**src/logic/adcseq_pkg.sv**
```systemverilog
// Shared constants and types for the conversion sequencer.
package adcseq_pkg;

    // ****************************************************************
    // Register map and fields
    // ****************************************************************
    localparam logic [7:0] OFS_CTRL   = 8'h00;
    localparam logic [7:0] OFS_RESULT = 8'h04;
    localparam logic [7:0] OFS_STATUS = 8'h08;

    localparam int POS_MODE    = 0;
    localparam int POS_TRIG    = 1;
    localparam int POS_INSEL   = 4;
    localparam int POS_RANGE   = 8;
    localparam int POS_RATE    = 12;

    localparam logic       RST_MODE  = 1'b1;
    localparam logic [2:0] RST_INSEL = 3'h0;
    localparam logic [2:0] RST_RANGE = 3'h2;
    localparam logic [2:0] RST_RATE  = 3'h4;

    // ****************************************************************
    // Timing
    // ****************************************************************
    localparam int PCLK_HZ      = 25_000_000;
    localparam int OSC_HZ       = 1_000_000;
    localparam int OSC_DIV      = PCLK_HZ / OSC_HZ;
    localparam int MOD_DIV      = 4;
    localparam int MOD_HZ       = OSC_HZ / MOD_DIV;
    localparam int WAKE_US      = 25;
    localparam logic [4:0] WAKE_TICKS = 5'(WAKE_US * OSC_HZ / 1_000_000);

    // Modulator cycles per conversion for each data rate (8 .. 860 per second).
    localparam logic [14:0] RATE_LEN [8] = '{
        15'(MOD_HZ / 8),   15'(MOD_HZ / 16),  15'(MOD_HZ / 32),  15'(MOD_HZ / 64),
        15'(MOD_HZ / 128), 15'(MOD_HZ / 250), 15'(MOD_HZ / 475), 15'(MOD_HZ / 860)};

    // ****************************************************************
    // Full-scale spans in millivolts and the range used without a gain stage
    // ****************************************************************
    localparam logic [12:0] SPAN_MV [8] = '{
        13'd6144, 13'd4096, 13'd2048, 13'd1024, 13'd512, 13'd256, 13'd256, 13'd256};
    localparam logic [2:0]  FIXED_RANGE = 3'h2;

    typedef enum logic [1:0] {
        ADCSEQ_OFF  = 2'b00,
        ADCSEQ_WAKE = 2'b01,
        ADCSEQ_CONV = 2'b11
    } adcseq_state_t;

    // Analog front-end controls.
    typedef struct packed {
        logic [3:0]  positive_input;
        logic [3:0]  negative_input;
        logic        negative_to_ground;
        logic [2:0]  gain_stage;
        logic [12:0] full_scale_span_mv;
        logic [27:0] lsb_pv;
        logic        sample_switch;
        logic        discharge_switch;
    } adcseq_afe_t;

endpackage : adcseq_pkg

```
**src/logic/adcseq_top.sv**
```systemverilog
// Conversion sequencer with APB register access around a delta-sigma core.
//
// Implementation choices: the APB slave port and the register offsets.
`timescale 1ns/10ps
// What this block does
// RULE1 - Single-shot: one conversion, store, power down
// RULE2 - Continuous: restart right after each conversion
// RULE3 - Continuous completion rate equals selected rate
// RULE4 - Result always holds last complete conversion
// RULE5 - Input field routes four single or four pairs
// RULE6 - Inputs 0, 1 or 2 against input 3
// RULE7 - Single-ended selection grounds negative input
// RULE8 - No multiplexer: input 0 minus input 1
// RULE9 - Range field picks one of six spans
// RULE10 - Code weight is span over 2^16
// RULE11 - No gain stage: fixed 2.048 V span
// RULE12 - Modulator rate is oscillator divided by four
// RULE13 - All timing from internal oscillator only
// RULE14 - Rates and times divide the oscillator
// RULE15 - Sample opens before discharge closes, no overlap
// RULE16 - Mode bit: 1 single-shot, 0 continuous
// RULE17 - Trigger: wake 25 us, clear bit, convert
// RULE18 - Trigger ignored while conversion in progress
// RULE19 - Rate field: eight rates, settle in one period
// RULE20 - Result register loads in one cycle
module adcseq_top #(
    parameter bit HAS_MUX  = 1'b1,
    parameter bit HAS_GAIN = 1'b1,
    parameter int OSC_DIV  = adcseq_pkg::OSC_DIV
) (
    // Clock and reset
    input  wire logic                pclk,
    input  wire logic                presetn,
    // APB slave
    input  wire logic                psel,
    input  wire logic                penable,
    input  wire logic                pwrite,
    input  wire logic [7:0]          paddr,
    input  wire logic [31:0]         pwdata,
    output logic      [31:0]         prdata,
    output logic                     pready,
    output logic                     pslverr,
    // Decimation filter
    input  wire logic [15:0]         filter_code,
    output logic                     filter_clear,
    output logic                     filter_run,
    output logic                     modulator_rate,
    // Analog front end
    output adcseq_pkg::adcseq_afe_t  afe
);

    // ****************************************************************
    // Registers and state
    // ****************************************************************
    logic                      mode;
    logic                      trig;
    logic [2:0]                input_select_field;
    logic [2:0]                range_select_field;
    logic [2:0]                rate_select_field;
    logic [15:0]               result;
    logic [2:0]                act_insel;
    logic [2:0]                act_range;
    logic [2:0]                act_rate;
    adcseq_pkg::adcseq_state_t state;
    logic [$clog2(OSC_DIV)-1:0] osc_cnt;
    logic                      osc_tick;
    logic [1:0]                mod_phase;
    logic [4:0]                wake_cnt;
    logic [14:0]               conv_cnt;
    logic                      wr_en;
    logic                      rd_en;
    logic                      conv_end;
    logic [2:0]                eff_range;
    logic [3:0]                next_pos;
    logic [3:0]                next_neg;
    logic                      next_gnd;
    logic [31:0]               next_rdata;
    logic                      next_err;

    assign wr_en = psel & penable & pready & pwrite;
    assign rd_en = psel & penable & ~pready;

    // ****************************************************************
    // Timebase
    // ****************************************************************
    // The 1 MHz oscillator is modelled as an enable from pclk; nothing else sets timing.
    always_ff @(posedge pclk or negedge presetn) begin
        if (!presetn) begin
            osc_cnt  <= '0;
            osc_tick <= 1'b0;
        end else begin
            osc_tick <= (osc_cnt == ($clog2(OSC_DIV))'(OSC_DIV - 1)); // [RULE13]
            if (osc_cnt == ($clog2(OSC_DIV))'(OSC_DIV - 1)) begin
                osc_cnt <= '0;
            end else begin
                osc_cnt <= osc_cnt + 1'b1;
            end
        end
    end

    // Four oscillator ticks form one modulator cycle.
    always_ff @(posedge pclk or negedge presetn) begin
        if (!presetn) begin
            mod_phase      <= 2'h0;
            modulator_rate <= 1'b0;
        end else begin
            if (osc_tick) begin
                mod_phase <= mod_phase + 2'h1; // [RULE12]
            end
            modulator_rate <= osc_tick && (mod_phase == 2'(adcseq_pkg::MOD_DIV - 1)); // [RULE12]
        end
    end

    // ****************************************************************
    // Sequencer
    // ****************************************************************
    assign conv_end = (state == adcseq_pkg::ADCSEQ_CONV) && modulator_rate
                      && (conv_cnt == 15'h0001);

    always_ff @(posedge pclk or negedge presetn) begin
        if (!presetn) begin
            state     <= adcseq_pkg::ADCSEQ_OFF;
            wake_cnt  <= 5'h00;
            conv_cnt  <= 15'h0000;
            act_insel <= adcseq_pkg::RST_INSEL;
            act_range <= adcseq_pkg::RST_RANGE;
            act_rate  <= adcseq_pkg::RST_RATE;
        end else begin
            case (state)
                adcseq_pkg::ADCSEQ_OFF: begin
                    if (!mode || trig) begin // [RULE16]
                        state    <= adcseq_pkg::ADCSEQ_WAKE;
                        wake_cnt <= adcseq_pkg::WAKE_TICKS; // [RULE17]
                    end
                end
                adcseq_pkg::ADCSEQ_WAKE: begin
                    if (osc_tick) begin
                        wake_cnt <= wake_cnt - 5'h01;
                    end
                    if (osc_tick && wake_cnt == 5'h01 && modulator_rate == 1'b0) begin
                        state     <= adcseq_pkg::ADCSEQ_CONV; // [RULE17]
                        act_insel <= input_select_field;
                        act_range <= range_select_field;
                        act_rate  <= rate_select_field;
                        conv_cnt  <= adcseq_pkg::RATE_LEN[rate_select_field]; // [RULE19]
                    end
                end
                adcseq_pkg::ADCSEQ_CONV: begin
                    if (modulator_rate) begin
                        conv_cnt <= conv_cnt - 15'h0001; // [RULE14]
                    end
                    if (conv_end) begin
                        if (mode) begin
                            state <= adcseq_pkg::ADCSEQ_OFF; // [RULE1]
                        end else begin
                            // New settings apply only from the next conversion on.
                            act_insel <= input_select_field; // [RULE2]
                            act_range <= range_select_field;
                            act_rate  <= rate_select_field;
                            conv_cnt  <= adcseq_pkg::RATE_LEN[rate_select_field]; // [RULE3]
                        end
                    end
                end
                default: begin
                    state <= adcseq_pkg::ADCSEQ_OFF;
                end
            endcase
        end
    end

    // Filter handshake: cleared at every conversion start, run while converting.
    always_ff @(posedge pclk or negedge presetn) begin
        if (!presetn) begin
            filter_clear <= 1'b0;
            filter_run   <= 1'b0;
        end else begin
            filter_clear <= (state == adcseq_pkg::ADCSEQ_WAKE && osc_tick && wake_cnt == 5'h01)
                            || (conv_end && !mode); // [RULE2]
            filter_run   <= (state == adcseq_pkg::ADCSEQ_CONV) && !(conv_end && mode);
        end
    end

    // The whole word loads at once, so a read never sees two conversions mixed.
    always_ff @(posedge pclk or negedge presetn) begin
        if (!presetn) begin
            result <= 16'h0000;
        end else if (conv_end) begin
            result <= filter_code; // [RULE20] [RULE4] [RULE10]
        end
    end

    // ****************************************************************
    // Analog front end
    // ****************************************************************
    always_comb begin
        next_pos = 4'h1;
        next_neg = 4'h2;
        next_gnd = 1'b0;
        if (HAS_MUX) begin
            case (act_insel) // [RULE5]
                3'h0: begin next_pos = 4'h1; next_neg = 4'h2; end
                3'h1: begin next_pos = 4'h1; next_neg = 4'h8; end // [RULE6]
                3'h2: begin next_pos = 4'h2; next_neg = 4'h8; end // [RULE6]
                3'h3: begin next_pos = 4'h4; next_neg = 4'h8; end
                3'h4: begin next_pos = 4'h1; next_neg = 4'h0; next_gnd = 1'b1; end // [RULE7]
                3'h5: begin next_pos = 4'h2; next_neg = 4'h0; next_gnd = 1'b1; end // [RULE7]
                3'h6: begin next_pos = 4'h4; next_neg = 4'h0; next_gnd = 1'b1; end // [RULE7]
                3'h7: begin next_pos = 4'h8; next_neg = 4'h0; next_gnd = 1'b1; end // [RULE7]
                default: begin next_pos = 4'h1; next_neg = 4'h2; end
            endcase
        end
    end

    // Codes 5 to 7 all give the smallest span.
    assign eff_range = HAS_GAIN ? act_range : adcseq_pkg::FIXED_RANGE; // [RULE11] [RULE9]

    always_ff @(posedge pclk or negedge presetn) begin
        if (!presetn) begin
            afe.positive_input     <= 4'h0;
            afe.negative_input     <= 4'h0;
            afe.negative_to_ground <= 1'b0;
        end else begin
            afe.positive_input     <= next_pos; // [RULE8]
            afe.negative_input     <= next_neg; // [RULE8]
            afe.negative_to_ground <= next_gnd; // [RULE7]
        end
    end

    always_ff @(posedge pclk or negedge presetn) begin
        if (!presetn) begin
            afe.gain_stage         <= adcseq_pkg::RST_RANGE;
            afe.full_scale_span_mv <= adcseq_pkg::SPAN_MV[adcseq_pkg::RST_RANGE];
            afe.lsb_pv             <= 28'h0000000;
        end else begin
            afe.gain_stage         <= eff_range; // [RULE9]
            afe.full_scale_span_mv <= adcseq_pkg::SPAN_MV[eff_range]; // [RULE9]
            // Span in pV is mV * 1e9; dividing by 2^16 gives one code step.
            afe.lsb_pv <= 28'((64'(adcseq_pkg::SPAN_MV[eff_range]) * 64'd1_000_000_000)
                              >> 16); // [RULE10]
        end
    end

    // Phases 0-1 sample, phase 2 all open, phase 3 discharge: a dead time between.
    always_ff @(posedge pclk or negedge presetn) begin
        if (!presetn) begin
            afe.sample_switch    <= 1'b0;
            afe.discharge_switch <= 1'b0;
        end else begin
            afe.sample_switch    <= (state == adcseq_pkg::ADCSEQ_CONV)
                                    && (mod_phase[1] == 1'b0); // [RULE15]
            afe.discharge_switch <= (state == adcseq_pkg::ADCSEQ_CONV)
                                    && (mod_phase == 2'h3); // [RULE15]
        end
    end

    // ****************************************************************
    // Register file
    // ****************************************************************
    always_ff @(posedge pclk or negedge presetn) begin
        if (!presetn) begin
            mode               <= adcseq_pkg::RST_MODE;
            input_select_field <= adcseq_pkg::RST_INSEL;
            range_select_field <= adcseq_pkg::RST_RANGE;
            rate_select_field  <= adcseq_pkg::RST_RATE;
        end else if (wr_en && paddr == adcseq_pkg::OFS_CTRL) begin
            mode               <= pwdata[adcseq_pkg::POS_MODE]; // [RULE16]
            input_select_field <= pwdata[adcseq_pkg::POS_INSEL +: 3];
            range_select_field <= pwdata[adcseq_pkg::POS_RANGE +: 3];
            rate_select_field  <= pwdata[adcseq_pkg::POS_RATE +: 3]; // [RULE19]
        end
    end

    // Trigger is accepted only when idle in single-shot mode and self-clears at start.
    always_ff @(posedge pclk or negedge presetn) begin
        if (!presetn) begin
            trig <= 1'b0;
        end else if (state == adcseq_pkg::ADCSEQ_WAKE && osc_tick && wake_cnt == 5'h01) begin
            trig <= 1'b0; // [RULE17]
        end else if (wr_en && paddr == adcseq_pkg::OFS_CTRL && pwdata[adcseq_pkg::POS_TRIG]
                     && pwdata[adcseq_pkg::POS_MODE] && state == adcseq_pkg::ADCSEQ_OFF) begin
            trig <= 1'b1; // [RULE18]
        end
    end

    always_comb begin
        next_rdata = 32'h00000000;
        next_err   = 1'b0;
        case (paddr)
            adcseq_pkg::OFS_CTRL: begin
                next_rdata[adcseq_pkg::POS_MODE]     = mode;
                next_rdata[adcseq_pkg::POS_TRIG]     = trig;
                next_rdata[adcseq_pkg::POS_INSEL +: 3] = input_select_field;
                next_rdata[adcseq_pkg::POS_RANGE +: 3] = range_select_field;
                next_rdata[adcseq_pkg::POS_RATE +: 3]  = rate_select_field;
            end
            adcseq_pkg::OFS_RESULT: begin
                next_rdata[15:0] = result; // [RULE4]
            end
            adcseq_pkg::OFS_STATUS: begin
                next_rdata[1:0]  = state;
                next_rdata[6:4]  = act_rate;
                next_rdata[10:8] = act_insel;
            end
            default: begin
                next_err = 1'b1;
            end
        endcase
    end

    // One wait state: pready is registered, so it is low in the first access cycle and rises in the second, which ends the transfer.
    always_ff @(posedge pclk or negedge presetn) begin
        if (!presetn) begin
            pready  <= 1'b0;
            prdata  <= 32'h00000000;
            pslverr <= 1'b0;
        end else begin
            pready  <= rd_en;
            pslverr <= rd_en & next_err;
            prdata  <= (rd_en && !pwrite) ? next_rdata : 32'h00000000;
        end
    end

endmodule : adcseq_top

```
**config.mk**
```make
export PLATFORM = sky130hd
export DESIGN_NAME = adcseq_top
export DESIGN_NICKNAME = d
export VERILOG_FILES = /design/src/logic/adcseq_pkg.sv /design/src/logic/adcseq_top.sv
export SDC_FILE = /design/constraint.sdc
export NUM_CORES = 1
export LEC_CHECK = 0
export ABC_AREA = 1
export BUFFER_PORTS_ARGS = -buffer_cell sky130_fd_sc_hd__clkbuf_2
export CAP_MARGIN = 15
export CELL_PAD_IN_SITES_DETAIL_PLACEMENT = 1
export CELL_PAD_IN_SITES_GLOBAL_PLACEMENT = 1
export CORE_MARGIN = 3
export CORE_UTILIZATION = 42
export CTS_CLUSTER_SIZE = 28
export DETAILED_ROUTE_END_ITERATION = 8
export GPL_ROUTABILITY_DRIVEN = 1
export GPL_TIMING_DRIVEN = 0
export HOLD_SLACK_MARGIN = 0.12
export PLACE_DENSITY = 0.82
export REMOVE_ABC_BUFFERS = 1
export SKIP_LAST_GASP = 1
export SLEW_MARGIN = 20
export SYNTH_ARGS = -nofsm -noshare
export SYNTH_HDL_FRONTEND = slang
export SYNTH_SLANG_ARGS = --single-unit
```
**constraint.sdc**
```tcl
create_clock -name pclk -period 5 [get_ports pclk]
set_input_delay 0.25 -clock pclk [delete_from_list [all_inputs] [get_ports pclk]]
set_output_delay 0.25 -clock pclk [all_outputs]
set_load 0.01 [all_outputs]
```
### Word level (Yosys, flattened, before mapping)

Memories as Yosys holds them, arrays and structs flattened.
Index checks and enable logic that the tools add are counted.

* logic and storage cells: 152
* memories: 2
* memory bits (read-only): 224
* register bits: 141

Memory list
* (no name shown): depth 8, width 15, read ports 1, clocked after memory_dff 0, write ports 0, RTL line adcseq_top.sv:160 `conv_cnt <= adcseq_pkg::RATE_LEN[rate_select_field];`
* (no name shown): depth 8, width 13, read ports 1, clocked after memory_dff 0, write ports 0, RTL line adcseq_top.sv:238 `afe.lsb_pv <= 28'((64'(adcseq_pkg::SPAN_MV[eff_range]) * 64'd1_000_000_000)`

* magnitude comparators: 2
* $mul: 1
* equal/unequal tests: 21
* reductions and logical operators: 38
* bitwise logic cells: 10
* multiplexer cells: 45
* $add $sub $neg: 4

Operator list (number)
* 15-bit 2-to-1 mux: 6
* 13-bit by 21-bit multiplier with 34-bit output (second input constant): 1
* 15-bit one-hot mux with 2 select lines: 1
* 3-bit 2-to-1 mux: 9
* 13-bit 2-to-1 mux: 2
* 3-bit one-hot mux with 2 select lines: 4
* 3-bit one-hot mux with 3 select lines: 2
* 1-bit logical AND: 17
* 16-bit 2-to-1 mux: 1
* 4-bit one-hot mux with 4 select lines: 1
* 15-bit by 1-bit equality test with 1-bit output (second input constant): 1
* 5-bit 2-to-1 mux: 3
* 15-bit by 1-bit subtractor with 15-bit output (second input constant): 1
* 3-bit equality test (second input constant): 4
* 2-bit inequality test (second input constant): 6
* 2-bit one-hot mux with 3 select lines: 2
* 4-bit one-hot mux with 3 select lines: 1
* 2-bit 2-to-1 mux: 5
* 5-bit one-hot mux with 2 select lines: 1
* 3-bit OR reduction: 3
* 8-bit by 3-bit equality test with 1-bit output (second input constant): 1
* 8-bit by 4-bit equality test with 1-bit output (second input constant): 1
* 4-bit >= comparator (second input constant): 2
* 8-bit logical NOT: 1
* 23 further kinds: 45

### Depth between registers and ports, before layout

* word-level depth: 9
* depth in mapped cells: 22
* mapped depth without buffers: 22

### Least setup slack after synthesis

No wires, ideal clock.

* path type: reg-to-reg
* from: register act_range[2]
* to: register afe[26] (netlist name)
* required time: 4.882 ns
* setup slack: 0.928 ns
* data arrival time: 3.954 ns
* library setup time: 0.118 ns
* cell stages (with the launch flop): 20
* clock period less this slack: 4.072 ns
* cell sequence: dfrtp_1 > buf_6 > nor2_4 > inv_1 > ha_1 > inv_1 > ha_1 > or2_2 > fa_1 > ha_1 > ha_1 > ha_1 > ha_1 > inv_1 > nor3_1 > inv_1 > nor2_1 > nand3b_1 > nand4_1 > nand2_1

* longest elaborated chain between the ends: 5

Ends and longest elaborated chain
* start, declared: RTL line adcseq_top.sv:62 `logic [2:0] act_range;`
* start signal, assigned: RTL line adcseq_top.sv:126 `act_range <= adcseq_pkg::RST_RANGE;`
* start signal, assigned: RTL line adcseq_top.sv:143 `act_range <= range_select_field;`
* start signal, assigned: RTL line adcseq_top.sv:158 `act_range <= range_select_field;`
* 3-bit NOT with 4-bit output (not written as such): RTL line adcseq_top.sv:238
* memory read 8 x 13 bit
* 13-bit 2-to-1 mux (not written as such) (2 in series): RTL line adcseq_top.sv:238
* 13-bit by 21-bit multiplier with 34-bit output: RTL line adcseq_top.sv:238
* end, declared: RTL line adcseq_top.sv:49 `output adcseq_pkg::adcseq_afe_t afe`

No other way between the ends. The select of a mux whose other input is x is not followed.
A chain may end at the register's enable or synchronous reset.

### Worst setup path in the final report

Same ends and word-level chain as after synthesis.

==> reports/qor.csv <==
stage;metric;value;unit
timing;rsz0062_at_grt;no;
timing;worst_pin_slew;0.8400;ns
cts;cts_buffer_depth;2;
flow_run;cap_violations;0;
detailed_routing;wirelength;23070;um
final_layout;syn_to_final_growth;19.11;%
floorplanning;dieWidth;144.0;um
timing;drv_slew;0;
logic_synthesis;synth_top_cell_by_area;dfrtp_1;
detailed_routing;dr_total_vias;6845;
cts;h-tree-depth;4;
cts;cts_inserted_buffers;17;
logic_synthesis;synthCells;957;
grt;grt_use_total;0.2315;
hold_path;hp-class;in -> reg;
power;powerDensity;258.6;mW/mm^2
detailed_routing;wl_per_cell;17.25;um
logic_synthesis;syn_area;0.007994;sq mm
critical_path;required;5.38;ns
grt;antenna_found_initial;0;
logic_synthesis;synth_area_leaders;dfrtp_1, ha_1, nand2_1;
floorplanning;core_area;0.01833;sq mm
timing;finalSetupViolCount;0;
cts;clk_latency;0.45;ns
final_layout;diodes;0;
logic_synthesis;ys_ff_latch;128;
power;leakage;5.190;nW
floorplanning;die_h;144.0;um
grt;grt_pass1_vias;7483;
logic_synthesis;yosys.cell_count.top_type;nand2_1;
detailed_routing;drc;0;
cts;cts_root_buf;clkbuf_16;
floorplanning;num_rows;49;
logic_synthesis;yosysWarnings;0;
detailed_routing;first_pass_iters;7;
critical_path;path_max_fanout;10;
detailed_routing;final_antenna_net_count;0;
timing;fin_crit_sh;0.9205;
run_status;status;complete, no violations;
final_layout;drive_gt1_frac;0.1821;
power;ir_worst_vdd;0.0002262;V
cts;cts.sinks;128;
timing;skew;0.01365;ns
floorplanning;dieArea;0.02072;sq mm
logic_synthesis;yosysSeqAreaShare;0.4018;
logic_synthesis;async_flop_share;1.000;
logic_synthesis;synth.top_cell.area_share;0.3788;
grt;grt-ovfl-total;0;
floorplanning;start_util;0.4361;
detailed_routing;drtIter0Drc;216;
logic_synthesis;synth_edf_count;0;
timing;fin_crit;4.603;ns
critical_path;worst-setup-path-type;reg -> reg;
timing;finalHoldViolations;0;
timing;fmax;0.2173;GHz
place;place_congestion;0.8249;
cts;cts_tree;yes;
timing;slew_headroom;0.4380;
logic_synthesis;ys_types;41;
final_layout;fin_nets;1255;
critical_path;arrival;4.98;ns
grt;grt_pass1_wl;37220;um
floorplanning;num_io_pins;153;
timing;hold_ws;0.1918;ns
critical_path;cp-end-kind;register;
place;place_hpwl;15830;um
grt;grt_max_degree;86;
place;portBuffers;103;
detailed_routing;vias_per_cell;5.116;
logic_synthesis;synthFlopType;dfrtp_1;
logic_synthesis;ys_top_cells_by_count;nand2_1, dfrtp_1, inv_1, nor2_1, ha_1;
logic_synthesis;syn_area_per_cell;8.353;sq um
critical_path;critPathLaunchType;register;
cts;clkTransAtPathRegs;0.07;ns
timing;finalSetupTns;0;ns
cell usage in the layout (no fill, tap or decap), drive strengths merged, types with 5 or more instances in the layout:
| master | Yosys | routed |
|---|---|---|
| a21oi | 45 | 45 |
| fa | 5 | 5 |
| nor3 | 12 | 12 |
| o21ai | 41 | 41 |
| xor2 | 16 | 16 |
| clkinv | 0 | 5 |
| nand4 | 14 | 14 |
| nand2 | 248 | 248 |
| inv | 112 | 121 |
| o21bai | 5 | 5 |
| dlygate4sd3 | 0 | 30 |
| clkbuf | 10 | 120 |
| ha | 93 | 93 |
| nor2 | 110 | 110 |
| dfstp | 7 | 7 |
| nand3 | 52 | 52 |
| conb | 1 | 34 |
| or2 | 6 | 6 |
| dfrtp | 121 | 121 |
final cells by class:
cell class	instances	area (sq um)
sequential	128	3212
multi-input combinational	700	4140
timing repair buffer	137	874.6
clock inverter	15	162.7
tap	229	286.5
clock buffer	17	425.4
inverter	112	420.4
fill	2225	8810
logic make-up (layout without fill, tap and decap cells):
family                     Yosys count  in the layout  synth area share
muxes                                1              1          0.001409
other                                1             34         0.0004691
DFF                                128            128            0.4018
and+or+nand+nor                    446            446            0.2468
buffers and inverters              162            281           0.09610
adders and majority gates           98             98            0.1581
xor gates and xnor gates            17             17           0.01863
AOI/OAI and AO/OA                  104            104           0.07670
worst paths after layout:
path / startpoint / to / slack [ns] / depth (start not counted)
max: act_range[2]$_DFFE_PN0P_ / afe[26]$_DFF_PN0_ / 0.40 / 18
min: pwrite / prdata[12]$_DFF_PN0_ / 0.19 / 4
max reg2reg: act_range[2]$_DFFE_PN0P_ / afe[26]$_DFF_PN0_ / 0.40 / 18
min reg2reg: act_range[1]$_DFFE_PN1P_ / afe[44]$_DFF_PN1_ / 0.43 / 0
max in group asynchronous: presetn / act_range[1]$_DFFE_PN1P_ / 3.91 / 3
min in group asynchronous: presetn / wake_cnt[2]$_DFFE_PN0P_ / 0.31 / 2
per-stage QoR:
| stage | instance area (sq um) | worst slack [ns] | total power [W] | util | instances |
|---|---|---|---|---|---|
| final | 9522 | 0.3974 | 0.002462 | 0.5194 | 1338 |
| after CTS | 9497 | 0.1618 | 0.002463 | 0.5181 | 1335 |
| after floorplan | 7770 | 0.9322 | 0.001124 | - | 940 |
| after global routing | 9522 | 0.02649 | 0.002544 | 0.5194 | 1338 |
| after detailed placement | 8608 | 0.2014 | 0.001187 | 0.4696 | 1273 |
| after global placement | 8572 | 0.3332 | 0.001181 | 0.4676 | 1272 |
flip-flops by register name, indices dropped and copies added, names as in the netlist, 2 cells and up:
name	cells
input_select_field	3
result	16
act_insel	3
state	2
osc_cnt	5
mod_phase	2
afe	41
conv_cnt	15
wake_cnt	5
act_range	3
range_select_field	3
rate_select_field	3
act_rate	3
prdata	16
routing by layer:
layer / track usage / vias to the layer above / wire length, um / part of all wire
li1: - / 3286 / - / -
met1: 0.2508 / 3375 / 9038 / 0.39
met2: 0.4422 / 140 / 12640 / 0.55
met3: 0.04160 / 44 / 793 / 0.034
met4: 0.09019 / 0 / 606 / 0.026
met5: 0 / - / 0 / 0
where the power goes:
group | internal, W | switching, W | total [W] | leakage, nW
Combinational | 0.0000557 | 0.0000837 | 0.000139 | 3.37
Sequential | 0.00105 | 0.00000368 | 0.00105 | 1.54
Clock | 0.000669 | 0.000604 | 0.00127 | 0.285
critical path: stages (launching register included):
cell      delay, ns
dfrtp_1        0.61
nor2_1         0.17
ha_1           0.34
inv_1          0.09
ha_1           0.19
or2_2          0.32
fa_1           0.48
ha_1           0.31
ha_1           0.31
ha_1           0.31
ha_1           0.36
inv_1          0.11
nor3_1         0.32
inv_1          0.07
nor2_1         0.17
nand3b_1       0.14
nand3_1        0.12
nand2_1        0.05
nand2_1        0.06
what timing repair did:
action | in CTS | in global routing
hold buffers | 30 | 0
resized for setup | 0 | 1
setup buffers | 0 | 3
endpoints found under the setup margin | 0 | 1
endpoints found under the hold margin | 72 | 0
(Power assumes the default switching activity.)
